## src/rtl/mid_regs.vh

```
// mid_regs.vh: opcode fields, instruction classes, lengths, cycle counts
// assumes: included by the decoder files, defines only
`ifndef MID_REGS_VH
`define MID_REGS_VH

// instruction classes
`define MID_CLS_LDST 3'h0
`define MID_CLS_ALU 3'h1
`define MID_CLS_BRANCH 3'h2
`define MID_CLS_CTRL 3'h3
`define MID_CLS_JMP 3'h4
`define MID_CLS_BIT 3'h5
`define MID_CLS_BAD 3'h7

// operation codes driven to the datapath
`define MID_OP_NONE 5'h00
`define MID_OP_MOVE_ACCUM 5'h01
`define MID_OP_MOVE_IMMEDIATE 5'h02
`define MID_OP_ADD 5'h03
`define MID_OP_AND 5'h04
`define MID_OP_COMPARE 5'h05
`define MID_OP_SUB 5'h06
`define MID_OP_ZERO_FILL 5'h07
`define MID_OP_BUMP_UP 5'h08
`define MID_OP_BUMP_DOWN 5'h09
`define MID_OP_INVERT 5'h0A
`define MID_OP_ROTATE 5'h0B
`define MID_OP_SHIFT_LEFT 5'h0C
`define MID_OP_REL_BRANCH 5'h0D
`define MID_OP_BIT_CLR_BR 5'h0E
`define MID_OP_BIT_SET_BR 5'h0F
`define MID_OP_BIT_SET 5'h10
`define MID_OP_BIT_RES 5'h11
`define MID_OP_JUMP 5'h12
`define MID_OP_CALL 5'h13
`define MID_OP_NOP 5'h14
`define MID_OP_RET 5'h15
`define MID_OP_RETI 5'h16
`define MID_OP_STOP 5'h17
`define MID_OP_WAIT 5'h18

// operand sources
`define MID_SRC_NONE 3'h0
`define MID_SRC_ACC 3'h1
`define MID_SRC_SHORT 3'h2
`define MID_SRC_DIRECT 3'h3
`define MID_SRC_INDIRECT 3'h4
`define MID_SRC_IMM 3'h5

// relative branch conditions, opcode bits 2:1 of low nibble pattern
`define MID_COND_ZCLR 2'h0
`define MID_COND_CCLR 2'h1
`define MID_COND_ZSET 2'h2
`define MID_COND_CSET 2'h3

// encoded lengths and cycle counts
`define MID_LEN_1 2'h1
`define MID_LEN_2 2'h2
`define MID_LEN_3 2'h3
`define MID_CYC_2 3'h2
`define MID_CYC_4 3'h4
`define MID_CYC_5 3'h5

// data space short-direct and indirect registers, and the accumulator
`define MID_ADDR_X 8'h80
`define MID_ADDR_Y 8'h81
`define MID_ADDR_V 8'h82
`define MID_ADDR_W 8'h83
`define MID_ADDR_ACC 8'hFF

`endif
```

## src/rtl/mid_cycle_timer.v

```verilog
// mid_cycle_timer.v: counts execution cycles of one instruction
// assumes: start pulses only while idle
`timescale 1ns/1ns
`default_nettype none

module mid_cycle_timer
(
    input wire ref_clk,
    input wire reset,
    input wire start,
    input wire [2:0] cycles,
    output wire busy,
    output wire last
);
    reg [2:0] count_q;
    reg [2:0] count_d;

    assign busy = (count_q != 3'h0);
    assign last = (count_q == 3'h1);

    always @*
    begin
        count_d = count_q;
        if (start)
            count_d = cycles;
        else if (busy)
            count_d = count_q - 3'h1;
    end

    always @(posedge ref_clk)
    begin
        if (reset)
            count_q <= 3'h0;
        else
            count_q <= count_d;
    end
endmodule

`default_nettype wire

```

## src/rtl/mid_decoder.v

```verilog
// mid_decoder.v: fetch-and-decode sequencer for the 8-bit core
// assumes: program bytes arrive with prog_valid, one per cycle at most;
// the datapath executes exec_* and returns the flags and tested bit
`timescale 1ns/1ns
`default_nettype none

module mid_decoder
#(
    parameter PC_W = 12
)
(
    input wire ref_clk,
    input wire reset,
    input wire [7:0] prog_data,
    input wire prog_valid,
    input wire tested_bit,
    input wire exec_z,
    input wire exec_c,
    input wire exec_z_wr,
    input wire exec_c_wr,
    output wire prog_ready,
    output reg [PC_W-1:0] pc_q,
    output reg exec_go_q,
    output reg [2:0] exec_cls_q,
    output reg [4:0] exec_op_q,
    output reg [2:0] exec_src_q,
    output reg [7:0] exec_addr_q,
    output reg [7:0] exec_imm_q,
    output reg [2:0] exec_bit_q,
    output reg [PC_W-1:0] exec_target_q,
    output reg exec_z_upd_q,
    output reg exec_c_upd_q,
    output reg flag_z_q,
    output reg flag_c_q,
    output wire busy
);
`include "mid_regs.vh"

    localparam ST_OPCODE = 2'h0;
    localparam ST_BYTE2 = 2'h1;
    localparam ST_BYTE3 = 2'h2;
    localparam ST_EXEC = 2'h3;

    reg [1:0] state_q;
    reg [7:0] opc_q;
    reg [7:0] b2_q;
    reg [1:0] len_q;
    reg [2:0] cyc_q;
    reg [2:0] cls_q;
    reg [4:0] op_q;
    reg [2:0] src_q;
    reg z_upd_q;
    reg c_upd_q;
    reg [PC_W-1:0] start_pc_q;
    reg timer_start_q;

    wire [2:0] t_cls;
    wire [4:0] t_op;
    wire [2:0] t_src;
    wire [1:0] t_len;
    wire [2:0] t_cyc;
    wire t_z_upd;
    wire t_c_upd;
    wire t_busy;
    wire t_last;

    mid_opcode_table mid_opcode_table_inst
    (
        .opcode(prog_data),
        .cls(t_cls),
        .op(t_op),
        .src(t_src),
        .len(t_len),
        .cycles(t_cyc),
        .z_upd(t_z_upd),
        .c_upd(t_c_upd)
    );

    mid_cycle_timer mid_cycle_timer_inst
    (
        .ref_clk(ref_clk),
        .reset(reset),
        .start(timer_start_q),
        .cycles(cyc_q),
        .busy(t_busy),
        .last(t_last)
    );

    assign prog_ready = (state_q != ST_EXEC);
    assign busy = (state_q == ST_EXEC);

    wire take = prog_valid && prog_ready;

    // relative branch fields: condition in opcode bits 2:1, span in bits 7:3
    wire [1:0] rel_cond = opc_q[2:1];
    wire rel_true = (rel_cond == `MID_COND_ZCLR) ? !flag_z_q :
                    (rel_cond == `MID_COND_CCLR) ? !flag_c_q :
                    (rel_cond == `MID_COND_ZSET) ? flag_z_q : flag_c_q;
    // 5-bit signed span: bit 3 backward, 4 bits of size, forward adds one
    wire [PC_W-1:0] rel_span = {{(PC_W-4){1'b0}}, opc_q[7:4]};
    wire [PC_W-1:0] rel_fwd = start_pc_q + rel_span + {{(PC_W-1){1'b0}}, 1'b1};
    wire [PC_W-1:0] rel_back = start_pc_q - rel_span;
    wire [PC_W-1:0] rel_dest = opc_q[3] ? rel_back : rel_fwd;
    // bit-test displacement is a signed byte from the third byte
    wire [PC_W-1:0] bt_disp = {{(PC_W-8){prog_data[7]}}, prog_data};
    wire bt_true = (opc_q[4] == tested_bit);

    wire [PC_W-1:0] pc_next = pc_q + {{(PC_W-1){1'b0}}, 1'b1};

    always @(posedge ref_clk)
    begin
        if (reset)
        begin
            state_q <= ST_OPCODE;
            pc_q <= {PC_W{1'b0}};
            start_pc_q <= {PC_W{1'b0}};
            opc_q <= 8'h00;
            b2_q <= 8'h00;
            len_q <= `MID_LEN_1;
            cyc_q <= `MID_CYC_4;
            cls_q <= `MID_CLS_BAD;
            op_q <= `MID_OP_NONE;
            src_q <= `MID_SRC_NONE;
            z_upd_q <= 1'b0;
            c_upd_q <= 1'b0;
            timer_start_q <= 1'b0;
            exec_go_q <= 1'b0;
            exec_cls_q <= `MID_CLS_BAD;
            exec_op_q <= `MID_OP_NONE;
            exec_src_q <= `MID_SRC_NONE;
            exec_addr_q <= 8'h00;
            exec_imm_q <= 8'h00;
            exec_bit_q <= 3'h0;
            exec_target_q <= {PC_W{1'b0}};
            exec_z_upd_q <= 1'b0;
            exec_c_upd_q <= 1'b0;
            flag_z_q <= 1'b0;
            flag_c_q <= 1'b0;
        end
        else
        begin
            exec_go_q <= 1'b0;
            timer_start_q <= 1'b0;
            case (state_q)
                ST_OPCODE:
                begin
                    if (take)
                    begin
                        opc_q <= prog_data;
                        start_pc_q <= pc_q;
                        pc_q <= pc_next;
                        cls_q <= t_cls;
                        op_q <= t_op;
                        src_q <= t_src;
                        len_q <= t_len;
                        cyc_q <= t_cyc;
                        z_upd_q <= t_z_upd;
                        c_upd_q <= t_c_upd;
                        if (t_len == `MID_LEN_1)
                        begin
                            state_q <= ST_EXEC;
                            timer_start_q <= 1'b1;
                            exec_go_q <= 1'b1;
                            exec_cls_q <= t_cls;
                            exec_op_q <= t_op;
                            exec_src_q <= t_src;
                            exec_z_upd_q <= t_z_upd;
                            exec_c_upd_q <= t_c_upd;
                            exec_imm_q <= 8'h00;
                            // short-direct: X Y V W from opcode bits 7:6
                            if (t_src == `MID_SRC_SHORT)
                                exec_addr_q <= `MID_ADDR_X | {6'h00, prog_data[7:6]};
                            else if (t_src == `MID_SRC_INDIRECT)
                                exec_addr_q <= prog_data[4] ? `MID_ADDR_Y : `MID_ADDR_X;
                            else
                                exec_addr_q <= `MID_ADDR_ACC;
                        end
                        else
                            state_q <= ST_BYTE2;
                    end
                end
                ST_BYTE2:
                begin
                    if (take)
                    begin
                        b2_q <= prog_data;
                        pc_q <= pc_next;
                        if (len_q == `MID_LEN_3)
                            state_q <= ST_BYTE3;
                        else
                        begin
                            state_q <= ST_EXEC;
                            timer_start_q <= 1'b1;
                            exec_go_q <= 1'b1;
                            exec_cls_q <= cls_q;
                            exec_op_q <= op_q;
                            exec_src_q <= src_q;
                            exec_z_upd_q <= z_upd_q;
                            exec_c_upd_q <= c_upd_q;
                            exec_bit_q <= opc_q[7:5];
                            exec_addr_q <= prog_data;
                            exec_imm_q <= prog_data;
                            // 12-bit target from opcode high nibble and next byte
                            exec_target_q <= {opc_q[7:4], prog_data};
                            if (cls_q == `MID_CLS_JMP)
                                pc_q <= {opc_q[7:4], prog_data};
                        end
                    end
                end
                ST_BYTE3:
                begin
                    if (take)
                    begin
                        pc_q <= pc_next;
                        state_q <= ST_EXEC;
                        timer_start_q <= 1'b1;
                        exec_go_q <= 1'b1;
                        exec_cls_q <= cls_q;
                        exec_op_q <= op_q;
                        exec_src_q <= src_q;
                        exec_z_upd_q <= z_upd_q;
                        exec_c_upd_q <= c_upd_q;
                        exec_bit_q <= opc_q[7:5];
                        exec_addr_q <= b2_q;
                        exec_imm_q <= prog_data;
                        if (cls_q == `MID_CLS_BRANCH)
                        begin
                            // tested bit into carry; Z untouched
                            flag_c_q <= tested_bit;
                            if (bt_true)
                                pc_q <= pc_next + bt_disp;
                        end
                    end
                end
                default:
                begin
                    if (t_last)
                        state_q <= ST_OPCODE;
                    if (timer_start_q && op_q == `MID_OP_REL_BRANCH && rel_true)
                        pc_q <= rel_dest;
                    // datapath results land while executing; branches leave flags
                    if (t_busy && exec_z_upd_q && exec_z_wr)
                        flag_z_q <= exec_z;
                    if (t_busy && exec_c_upd_q && exec_c_wr && cls_q != `MID_CLS_BRANCH)
                        flag_c_q <= exec_c;
                end
            endcase
        end
    end
endmodule

`default_nettype wire

```

## src/rtl/mid_opcode_table.v

```verilog
// mid_opcode_table.v: combinational opcode classifier
// assumes: opcode is the first program byte of an instruction
`timescale 1ns/1ns
`default_nettype none

module mid_opcode_table
(
    input wire [7:0] opcode,
    output reg [2:0] cls,
    output reg [4:0] op,
    output reg [2:0] src,
    output reg [1:0] len,
    output reg [2:0] cycles,
    output reg z_upd,
    output reg c_upd
);
`include "mid_regs.vh"

    wire [3:0] lo = opcode[3:0];
    wire [3:0] hi = opcode[7:4];

    always @*
    begin
        cls = `MID_CLS_BAD;
        op = `MID_OP_NONE;
        src = `MID_SRC_NONE;
        len = `MID_LEN_1;
        cycles = `MID_CYC_4;
        z_upd = 1'b0;
        c_upd = 1'b0;
        // low three bits select the column of the map
        case (lo[2:0])
            3'h0, 3'h2, 3'h4, 3'h6:
            begin
                // relative branches: one byte, two cycles, no flags
                cls = `MID_CLS_BRANCH;
                op = `MID_OP_REL_BRANCH;
                cycles = `MID_CYC_2;
                if (lo == 4'h4 && hi == 4'h0)
                begin
                    cls = `MID_CLS_CTRL;
                    op = `MID_OP_NOP;
                end
            end
            3'h1:
            begin
                // extended addressing carries 12 bits of target
                cls = `MID_CLS_JMP;
                op = lo[3] ? `MID_OP_JUMP : `MID_OP_CALL;
                len = `MID_LEN_2;
            end
            3'h3:
            begin
                if (!lo[3])
                begin
                    cls = `MID_CLS_BRANCH;
                    op = hi[0] ? `MID_OP_BIT_SET_BR : `MID_OP_BIT_CLR_BR;
                    len = `MID_LEN_3;
                    cycles = `MID_CYC_5;
                    c_upd = 1'b1;
                end
                else
                begin
                    cls = `MID_CLS_BIT;
                    op = hi[0] ? `MID_OP_BIT_SET : `MID_OP_BIT_RES;
                    len = `MID_LEN_2;
                end
            end
            3'h5:
            begin
                // short direct group and inherent ops
                z_upd = 1'b1;
                src = `MID_SRC_SHORT;
                case (hi[1:0])
                    2'h1:
                    begin
                        cls = `MID_CLS_ALU;
                        op = `MID_OP_BUMP_UP;
                    end
                    2'h3:
                    begin
                        cls = `MID_CLS_ALU;
                        op = `MID_OP_BUMP_DOWN;
                    end
                    default:
                    begin
                        cls = `MID_CLS_LDST;
                        op = `MID_OP_MOVE_ACCUM;
                    end
                endcase
                if (lo[3] && hi[1:0] == 2'h0)
                begin
                    cls = `MID_CLS_CTRL;
                    src = `MID_SRC_NONE;
                    z_upd = 1'b0;
                    case (hi[3:2])
                        2'h0: op = `MID_OP_RET;
                        2'h1: op = `MID_OP_RETI;
                        2'h2: op = `MID_OP_STOP;
                        default: op = `MID_OP_WAIT;
                    endcase
                    cycles = `MID_CYC_2;
                    z_upd = (hi[3:2] == 2'h1);
                    c_upd = (hi[3:2] == 2'h1);
                end
                else if (lo[3] && hi[1:0] == 2'h2)
                begin
                    cls = `MID_CLS_ALU;
                    src = `MID_SRC_ACC;
                    c_upd = 1'b1;
                    case (hi[3:2])
                        2'h0: op = `MID_OP_INVERT;
                        2'h1: op = `MID_OP_ROTATE;
                        default:
                        begin
                            op = `MID_OP_SHIFT_LEFT;
                            len = `MID_LEN_2;
                        end
                    endcase
                end
            end
            default:
            begin
                // column 7/f: accumulator ops, indirect/immediate/direct by bits
                src = lo[3] ? `MID_SRC_DIRECT : `MID_SRC_INDIRECT;
                len = lo[3] ? `MID_LEN_2 : `MID_LEN_1;
                z_upd = 1'b1;
                c_upd = 1'b1;
                cls = `MID_CLS_ALU;
                case (hi[3:1])
                    3'h0:
                    begin
                        cls = `MID_CLS_LDST;
                        op = `MID_OP_MOVE_ACCUM;
                        c_upd = 1'b0;
                    end
                    3'h1: op = `MID_OP_COMPARE;
                    3'h2: op = `MID_OP_ADD;
                    3'h3:
                    begin
                        op = `MID_OP_BUMP_UP;
                        c_upd = 1'b0;
                    end
                    3'h4: op = `MID_OP_AND;
                    3'h5: op = `MID_OP_SUB;
                    3'h6:
                    begin
                        op = `MID_OP_BUMP_DOWN;
                        c_upd = 1'b0;
                    end
                    default:
                    begin
                        cls = `MID_CLS_LDST;
                        op = `MID_OP_MOVE_ACCUM;
                        c_upd = 1'b0;
                    end
                endcase
                // odd rows of the accumulator ops, except rows 7, D and F, take immediate data
                if (hi[0] && hi[3:1] != 3'h3 && hi[3:1] != 3'h6 && hi[3:1] != 3'h7)
                begin
                    src = `MID_SRC_IMM;
                    len = `MID_LEN_2;
                    if (hi[3:1] == 3'h0)
                        op = `MID_OP_MOVE_IMMEDIATE;
                end
                // direct-column immediate load into any data register
                if (lo[3] && hi == 4'h0)
                begin
                    op = `MID_OP_MOVE_IMMEDIATE;
                    src = `MID_SRC_IMM;
                    len = `MID_LEN_3;
                    z_upd = 1'b0;
                    c_upd = 1'b0;
                end
                // zero fill of a direct register, three bytes, no flags
                if (lo[3] && hi == 4'hE)
                begin
                    op = `MID_OP_ZERO_FILL;
                    src = `MID_SRC_DIRECT;
                    len = `MID_LEN_3;
                    z_upd = 1'b0;
                    c_upd = 1'b0;
                end
            end
        endcase
    end
endmodule

`default_nettype wire

```

## config.mk

```make
export PLATFORM = sky130hd
export DESIGN_NAME = mid_decoder
export DESIGN_NICKNAME = d
export VERILOG_FILES = /design/src/rtl/mid_cycle_timer.v /design/src/rtl/mid_decoder.v /design/src/rtl/mid_opcode_table.v
export VERILOG_INCLUDE_DIRS = /design/src /design/src/rtl
export SDC_FILE = /design/constraint.sdc
export NUM_CORES = 1
export LEC_CHECK = 0
export BUFFER_PORTS_ARGS = -buffer_cell sky130_fd_sc_hd__clkbuf_2
export CORE_ASPECT_RATIO = 1.25
export CORE_MARGIN = 2
export CORE_UTILIZATION = 40
export CTS_CLUSTER_SIZE = 12
export DETAILED_ROUTE_END_ITERATION = 10
export GPL_TIMING_DRIVEN = 1
export SETUP_SLACK_MARGIN = 0.1
export SLEW_MARGIN = 30
export SYNTH_ARGS = -nofsm -noshare
export SYNTH_HDL_FRONTEND = slang
export SYNTH_SLANG_ARGS = --single-unit
```

## constraint.sdc

```tcl
create_clock -name ref_clk -period 7.8 [get_ports ref_clk]
set_clock_uncertainty 0.1 [all_clocks]
set_input_delay 1.17 -clock ref_clk [delete_from_list [all_inputs] [get_ports ref_clk]]
set_output_delay 1.17 -clock ref_clk [all_outputs]
set_load 0.01 [all_outputs]
```

=== After elaboration in Yosys (flattened, before gate mapping) ===
Index checks and enable logic that the tools add are counted.

* Memory bits (writable): 0
* Bits of input ports: 16
* Bits in latches: 0
* Output and inout port bits: 61
* Bits in read-only memories: 0
* Memories kept: 0
* Register bits after elaboration: 110
* Logic and storage cells: 260

* Multiplexer cells: 132
* Equal/unequal tests: 44
* Reductions and logical operators: 50
* Order comparisons: 0
* Shifts and indexed selects: 0
* Multiply operators: 0
* Bitwise logic cells: 3
* Divide/modulo/power cells: 0
* $add $sub $neg: 6

{| class="wikitable"
|+ Operator list
! operator !! number
|-
| $mux W12 || 9
|-
| $mux W3 || 23
|-
| $mux W8 || 8
|-
| $mux W5 || 12
|-
| $pmux W8 S3 || 2
|-
| $mux W1 || 41
|-
| $pmux W12 S3 || 1
|-
| $pmux W3 S3 || 3
|-
| $mux W2 || 13
|-
| $add A12 B1 Y12 const B || 2
|-
| $eq A3 B3 Y1 const B || 8
|-
| $pmux W4 S6 || 1
|-
| $pmux W5 S4 || 1
|-
| $eq A3 B2 Y1 const B || 6
|-
| $pmux W3 S2 || 3
|-
| $logic_and A1 B1 Y1 || 16
|-
| $reduce_and A4 Y1 || 4
|-
| $pmux W5 S3 || 1
|-
| $eq A2 B2 Y1 const B || 7
|-
| $mux W7 || 2
|-
| $ne A2 B2 Y1 const B || 7
|-
| $add A12 B12 Y12 || 1
|-
| $add A12 B4 Y12 || 1
|-
| $pmux W1 S3 || 4
|-
| 33 further kinds || 59
|}

=== Logic depth before layout (Yosys ltp) ===
* Word-level depth: 14
* Gate-level depth with buffers: 12
* Gate-level depth less buffers: 12

=== Hierarchy ===
From an unflattened synthesis, not the netlist that was laid out.

* Cell total of the unflattened synthesis: 887
* Area total of the unflattened synthesis: 6826.5 um^2

{| class="wikitable"
|+ By module, submodules not included
! module !! cells each !! times used !! seq. area each (um^2) !! area each (um^2)
|-
| mid_decoder || 750 || 1 || 2122.0 || 5914.4
|-
| mid_opcode_table || 114 || 1 || 0.0 || 688.2
|-
| mid_cycle_timer || 23 || 1 || 60.1 || 224.0
|}

=== Least setup slack after synthesis ===
OpenSTA, ideal clock, no wires.

* Kind: in2reg
* Start point: in prog_data[0]
* End point: reg pc_q[8]
* Cell stages on the path: 9
* Data required time: 7.568 ns
* Path slack: 4.609 ns
* Data arrival time: 2.959 ns
* Cells stage by stage: ha_1 fa_1 a21o_1 a21oi_2 o21ai_1 o41ai_1 xnor2_1 a221oi_1 nor4_1

* Cells in the longest elaborated chain, start to end: 5

{| class="wikitable"
|+ RTL lines
! what !! line !! source
|-
| start, declared || mid_decoder.v:14 || <nowiki>input wire [7:0] prog_data,</nowiki>
|-
| $add A12 B12 Y12 || mid_decoder.v:231 || <nowiki>pc_q <= pc_next + bt_disp;</nowiki>
|-
| $mux W12 || mid_decoder.v:230 || <nowiki>if (bt_true)</nowiki>
|-
| $mux W12 || mid_decoder.v:226 || <nowiki>if (cls_q == `MID_CLS_BRANCH)</nowiki>
|-
| $mux W12 || mid_decoder.v:212 || <nowiki>if (take)</nowiki>
|-
| $pmux W12 S3 || mid_decoder.v:144 || <nowiki>case (state_q)</nowiki>
|-
| end signal, assigned || mid_decoder.v:151 || <nowiki>pc_q <= pc_next;</nowiki>
|-
| end signal, assigned || mid_decoder.v:214 || <nowiki>pc_q <= pc_next;</nowiki>
|-
| end signal, assigned || mid_decoder.v:231 ||
|-
| end, declared || mid_decoder.v:22 || <nowiki>output reg [PC_W-1:0] pc_q,</nowiki>
|}

No other way between the ends. The select of a mux whose other input is x is not followed.
A chain may end at the register's enable or synchronous reset.

=== Final worst setup path ===
Same ends and word-level chain as after synthesis.

==> impl_metrics.tcl <==
set metrics [dict create \
    status "complete, no violations" \
    grt_max_degree 63 \
    drive_gt1_share_pct 13.0 \
    drv_slew 0 \
    core_area_um2 16600 \
    netlist_instances 890 \
    vias 6455 \
    first_pass_iters 5 \
    clkTransAtPathRegs_ns 0.08 \
    antenna_found_initial 0 \
    min_from "cyc_q[2]" \
    syn-num-nets 943 \
    cts_made_buffers 9 \
    critPathMaxFanout 20 \
    layout_setup_ws_ns 4.23 \
    tritoncts "done" \
    grt_use_total_pct 23.2 \
    hold_end "cyc_q[2]" \
    synth_area_leader_cell "dfxtp_1" \
    cp.arrival_ns 3.70 \
    yosysUniqueCellTypes 70 \
    drcViolationCount 0 \
    die_y_um 149 \
    layout_common_cells "nand2_1 (157), a21oi_1 (111), dfxtp_1 (109), nor2_1 (77), clkbuf_2 (75)" \
    synth_edf_count 0 \
    cts_num_sinks 109 \
    finalHoldViolations 0 \
    post-route-period-util_pct 45.8 \
    cts_resized 0 \
    ys_seq_area_share_pct 32.4 \
    nets 973 \
    die_area_um2 17900 \
    p_leak_nw 2.91 \
    fmax_mhz 280 \
    slew-limit-headroom_pct 41.3 \
    synth_top_area_share_pct 32.4 \
    critPathTopFamily "compound AO/OA/AOI/OAI gates" \
    hold_depth 2 \
    tns_ns 0 \
    vias_per_cell 5.64 \
    setup_violations 0 \
    ant_nets 0 \
    power_density_nw_per_um2 310 \
    rr_startpoint "pc_q[0]" \
    synthTopCellsByArea "dfxtp_1 (32%), nand2_1 (8.7%), a21oi_1 (8.3%), ha_1 (6.3%), nor2_1 (4.3%)" \
    path_cells "clkbuf_2 > ha_1 > fa_1 > a21o_1 > a21oi_2 > o21ai_1 > o41ai_1 > xnor2_1 > a221oi_1 > nor4_1" \
    row_count 53 \
    syn2layout_area_growth_pct 11.2 \
    end_kind "register" \
    grt-ovfl-total 0 \
    antenna_cells 0 \
    grt_pass1_wl_mm 32.8 \
    cp_num_buf_inv 1 \
    cts_setup_buffers 0 \
    dpl.hpwl_mm 14.6 \
    syn_area_um2 6740 \
    period_needed_ns 3.57 \
    synth.avg_cell_area_um2 7.57 \
    async_flop_share_pct 0 \
    holdBufCountCts 0 \
    utilization_pct 45.0 \
    start_util_pct 40.5 \
    cap_violations 0 \
    cts_root_buf "clkbuf_16" \
    required_ns 7.93 \
    tightest_slew_ns 0.878 \
    grt_pass1_vias 6145 \
    routabilityCongestion 0.923 \
    critPathSlowestCell "fa_1" \
    crit_type "in -> reg" \
    ys.warnings.count 0 \
    wl_per_cell_um 17.8 \
    dieWidth_um 120 \
    first_iter_violations 442 \
    wl_mm 20.4 \
    dominantRegCellSynth "dfxtp_1" \
    preCtsSetupSlack_ns 3.86 \
    clk_path_buf_depth 2 \
    r2r_cells 12 \
    port_buffers 76 \
    ios 77 \
    hp-class "reg -> reg" \
    rrSetupSlack_ns 4.41 \
    cp-start-kind "input port" \
    htree_levels 3 \
    rsz0062_at_grt "no" \
    clk_latency_ns 0.37 \
    r2r-end "pc_q[9]" \
    peakVddDrop_v 0.000162 \
    final_common_cell "nand2_1" \
    ys_seq_elements 109 \
    slowest_delay_ns 0.41 \
]
==> worst min-delay path: stages (launching register included) <==
cell     delay, ns
dfxtp_1       0.31
nand2_1       0.05
nand2_1       0.04
==> routing by layer <==
layer / share of wire [%] / global-route usage (%) / vias up
met2: 48 / 39.2 / 168
li1: - / - / 3210
met1: 44 / 28.7 / 3035
met3: 3.9 / 3.94 / 42
met4: 3.9 / 10.9 / 0
met5: 0 / 0 / -
==> sequential cells by signal, indices dropped and copies added (netlist names), 3 cells and up <==
register / count
src_q: 3
mid_cycle_timer_inst.count_q: 3
cls_q: 3
op_q: 5
exec_target_q: 12
exec_src_q: 3
exec_addr_q: 8
cyc_q: 3
start_pc_q: 12
b2_q: 8
exec_op_q: 5
pc_q: 12
exec_imm_q: 8
exec_bit_q: 3
exec_cls_q: 3
opc_q: 7
==> area by class of cell <==
cell class                 instances  area (um^2)
fill                            1699         9150
tap                              220          275
clock inverter                     7         82.6
sequential                       109         2180
inverter                          31          116
clock buffer                       9          225
timing repair buffer              85          458
multi-input combinational        684         4150
==> power by group <==
part | total [mW] | switching, mW | leakage, nW | internal, mW
Sequential | 0.814 | 0.127 | 0.891 | 0.687
Combinational | 1.04 | 0.650 | 1.88 | 0.387
Clock | 0.472 | 0.244 | 0.145 | 0.228
==> how the worst max path moves through the flow <==
stage	from	end	slack [ns]	cells after the start
4_1_cts	prog_data[7]	exec_addr_q[7]	4.23	9
2_1_floorplan	prog_data[0]	pc_q[8]	4.61	9
6_report	prog_data[0]	pc_q[8]	4.23	10
3_3_place_gp	prog_data[0]	pc_q[8]	3.86	10
5_1_grt	prog_data[0]	pc_q[8]	4.02	10
3_5_place_dp	prog_data[0]	pc_q[8]	3.86	10
==> Yosys cell counts (all sizes together) (6+ instances only) <==
library cell,number
nor3,16
o21ai,32
buf,23
clkbuf,43
xnor2,20
a211o,6
a21oi,113
dfxtp,109
mux2i,12
nand3b,6
xor2,12
a221oi,10
inv,31
a211oi,25
or3,6
ha,34
nor2b,7
a31oi,11
o211ai,6
a21o,6
nand3,32
nor2,78
nand2,157
nor3b,6
==> stage by stage <==
step                cell area [um^2]  std cells  power (mW)  hold slack [ns]
floorplan                       6740        890        1.54            0.323
global placement                7160       1128        1.85            0.336
detailed placement              7170       1128        1.85            0.337
CTS                             7470       1144        2.33            0.350
global route                    7490       1145        2.50            0.373
finish                          7490       1145        2.32            0.350
==> logic make-up (layout without fill, tap and decap cells) <==
kind of cell | count (synthesis) | after routing | synth area share (%)
AO/OA/AOI/OAI | 260 | 260 | 24.6
AND/OR/NAND/NOR | 338 | 338 | 22.6
flip-flops | 109 | 109 | 32.4
XOR/XNOR | 32 | 32 | 4.16
adder cells (fa/ha/maj) | 37 | 37 | 7.20
buffers and inverters | 97 | 132 | 6.44
multiplexers | 17 | 17 | 2.62
No activity file was read; power rests on OpenSTA's default activity.
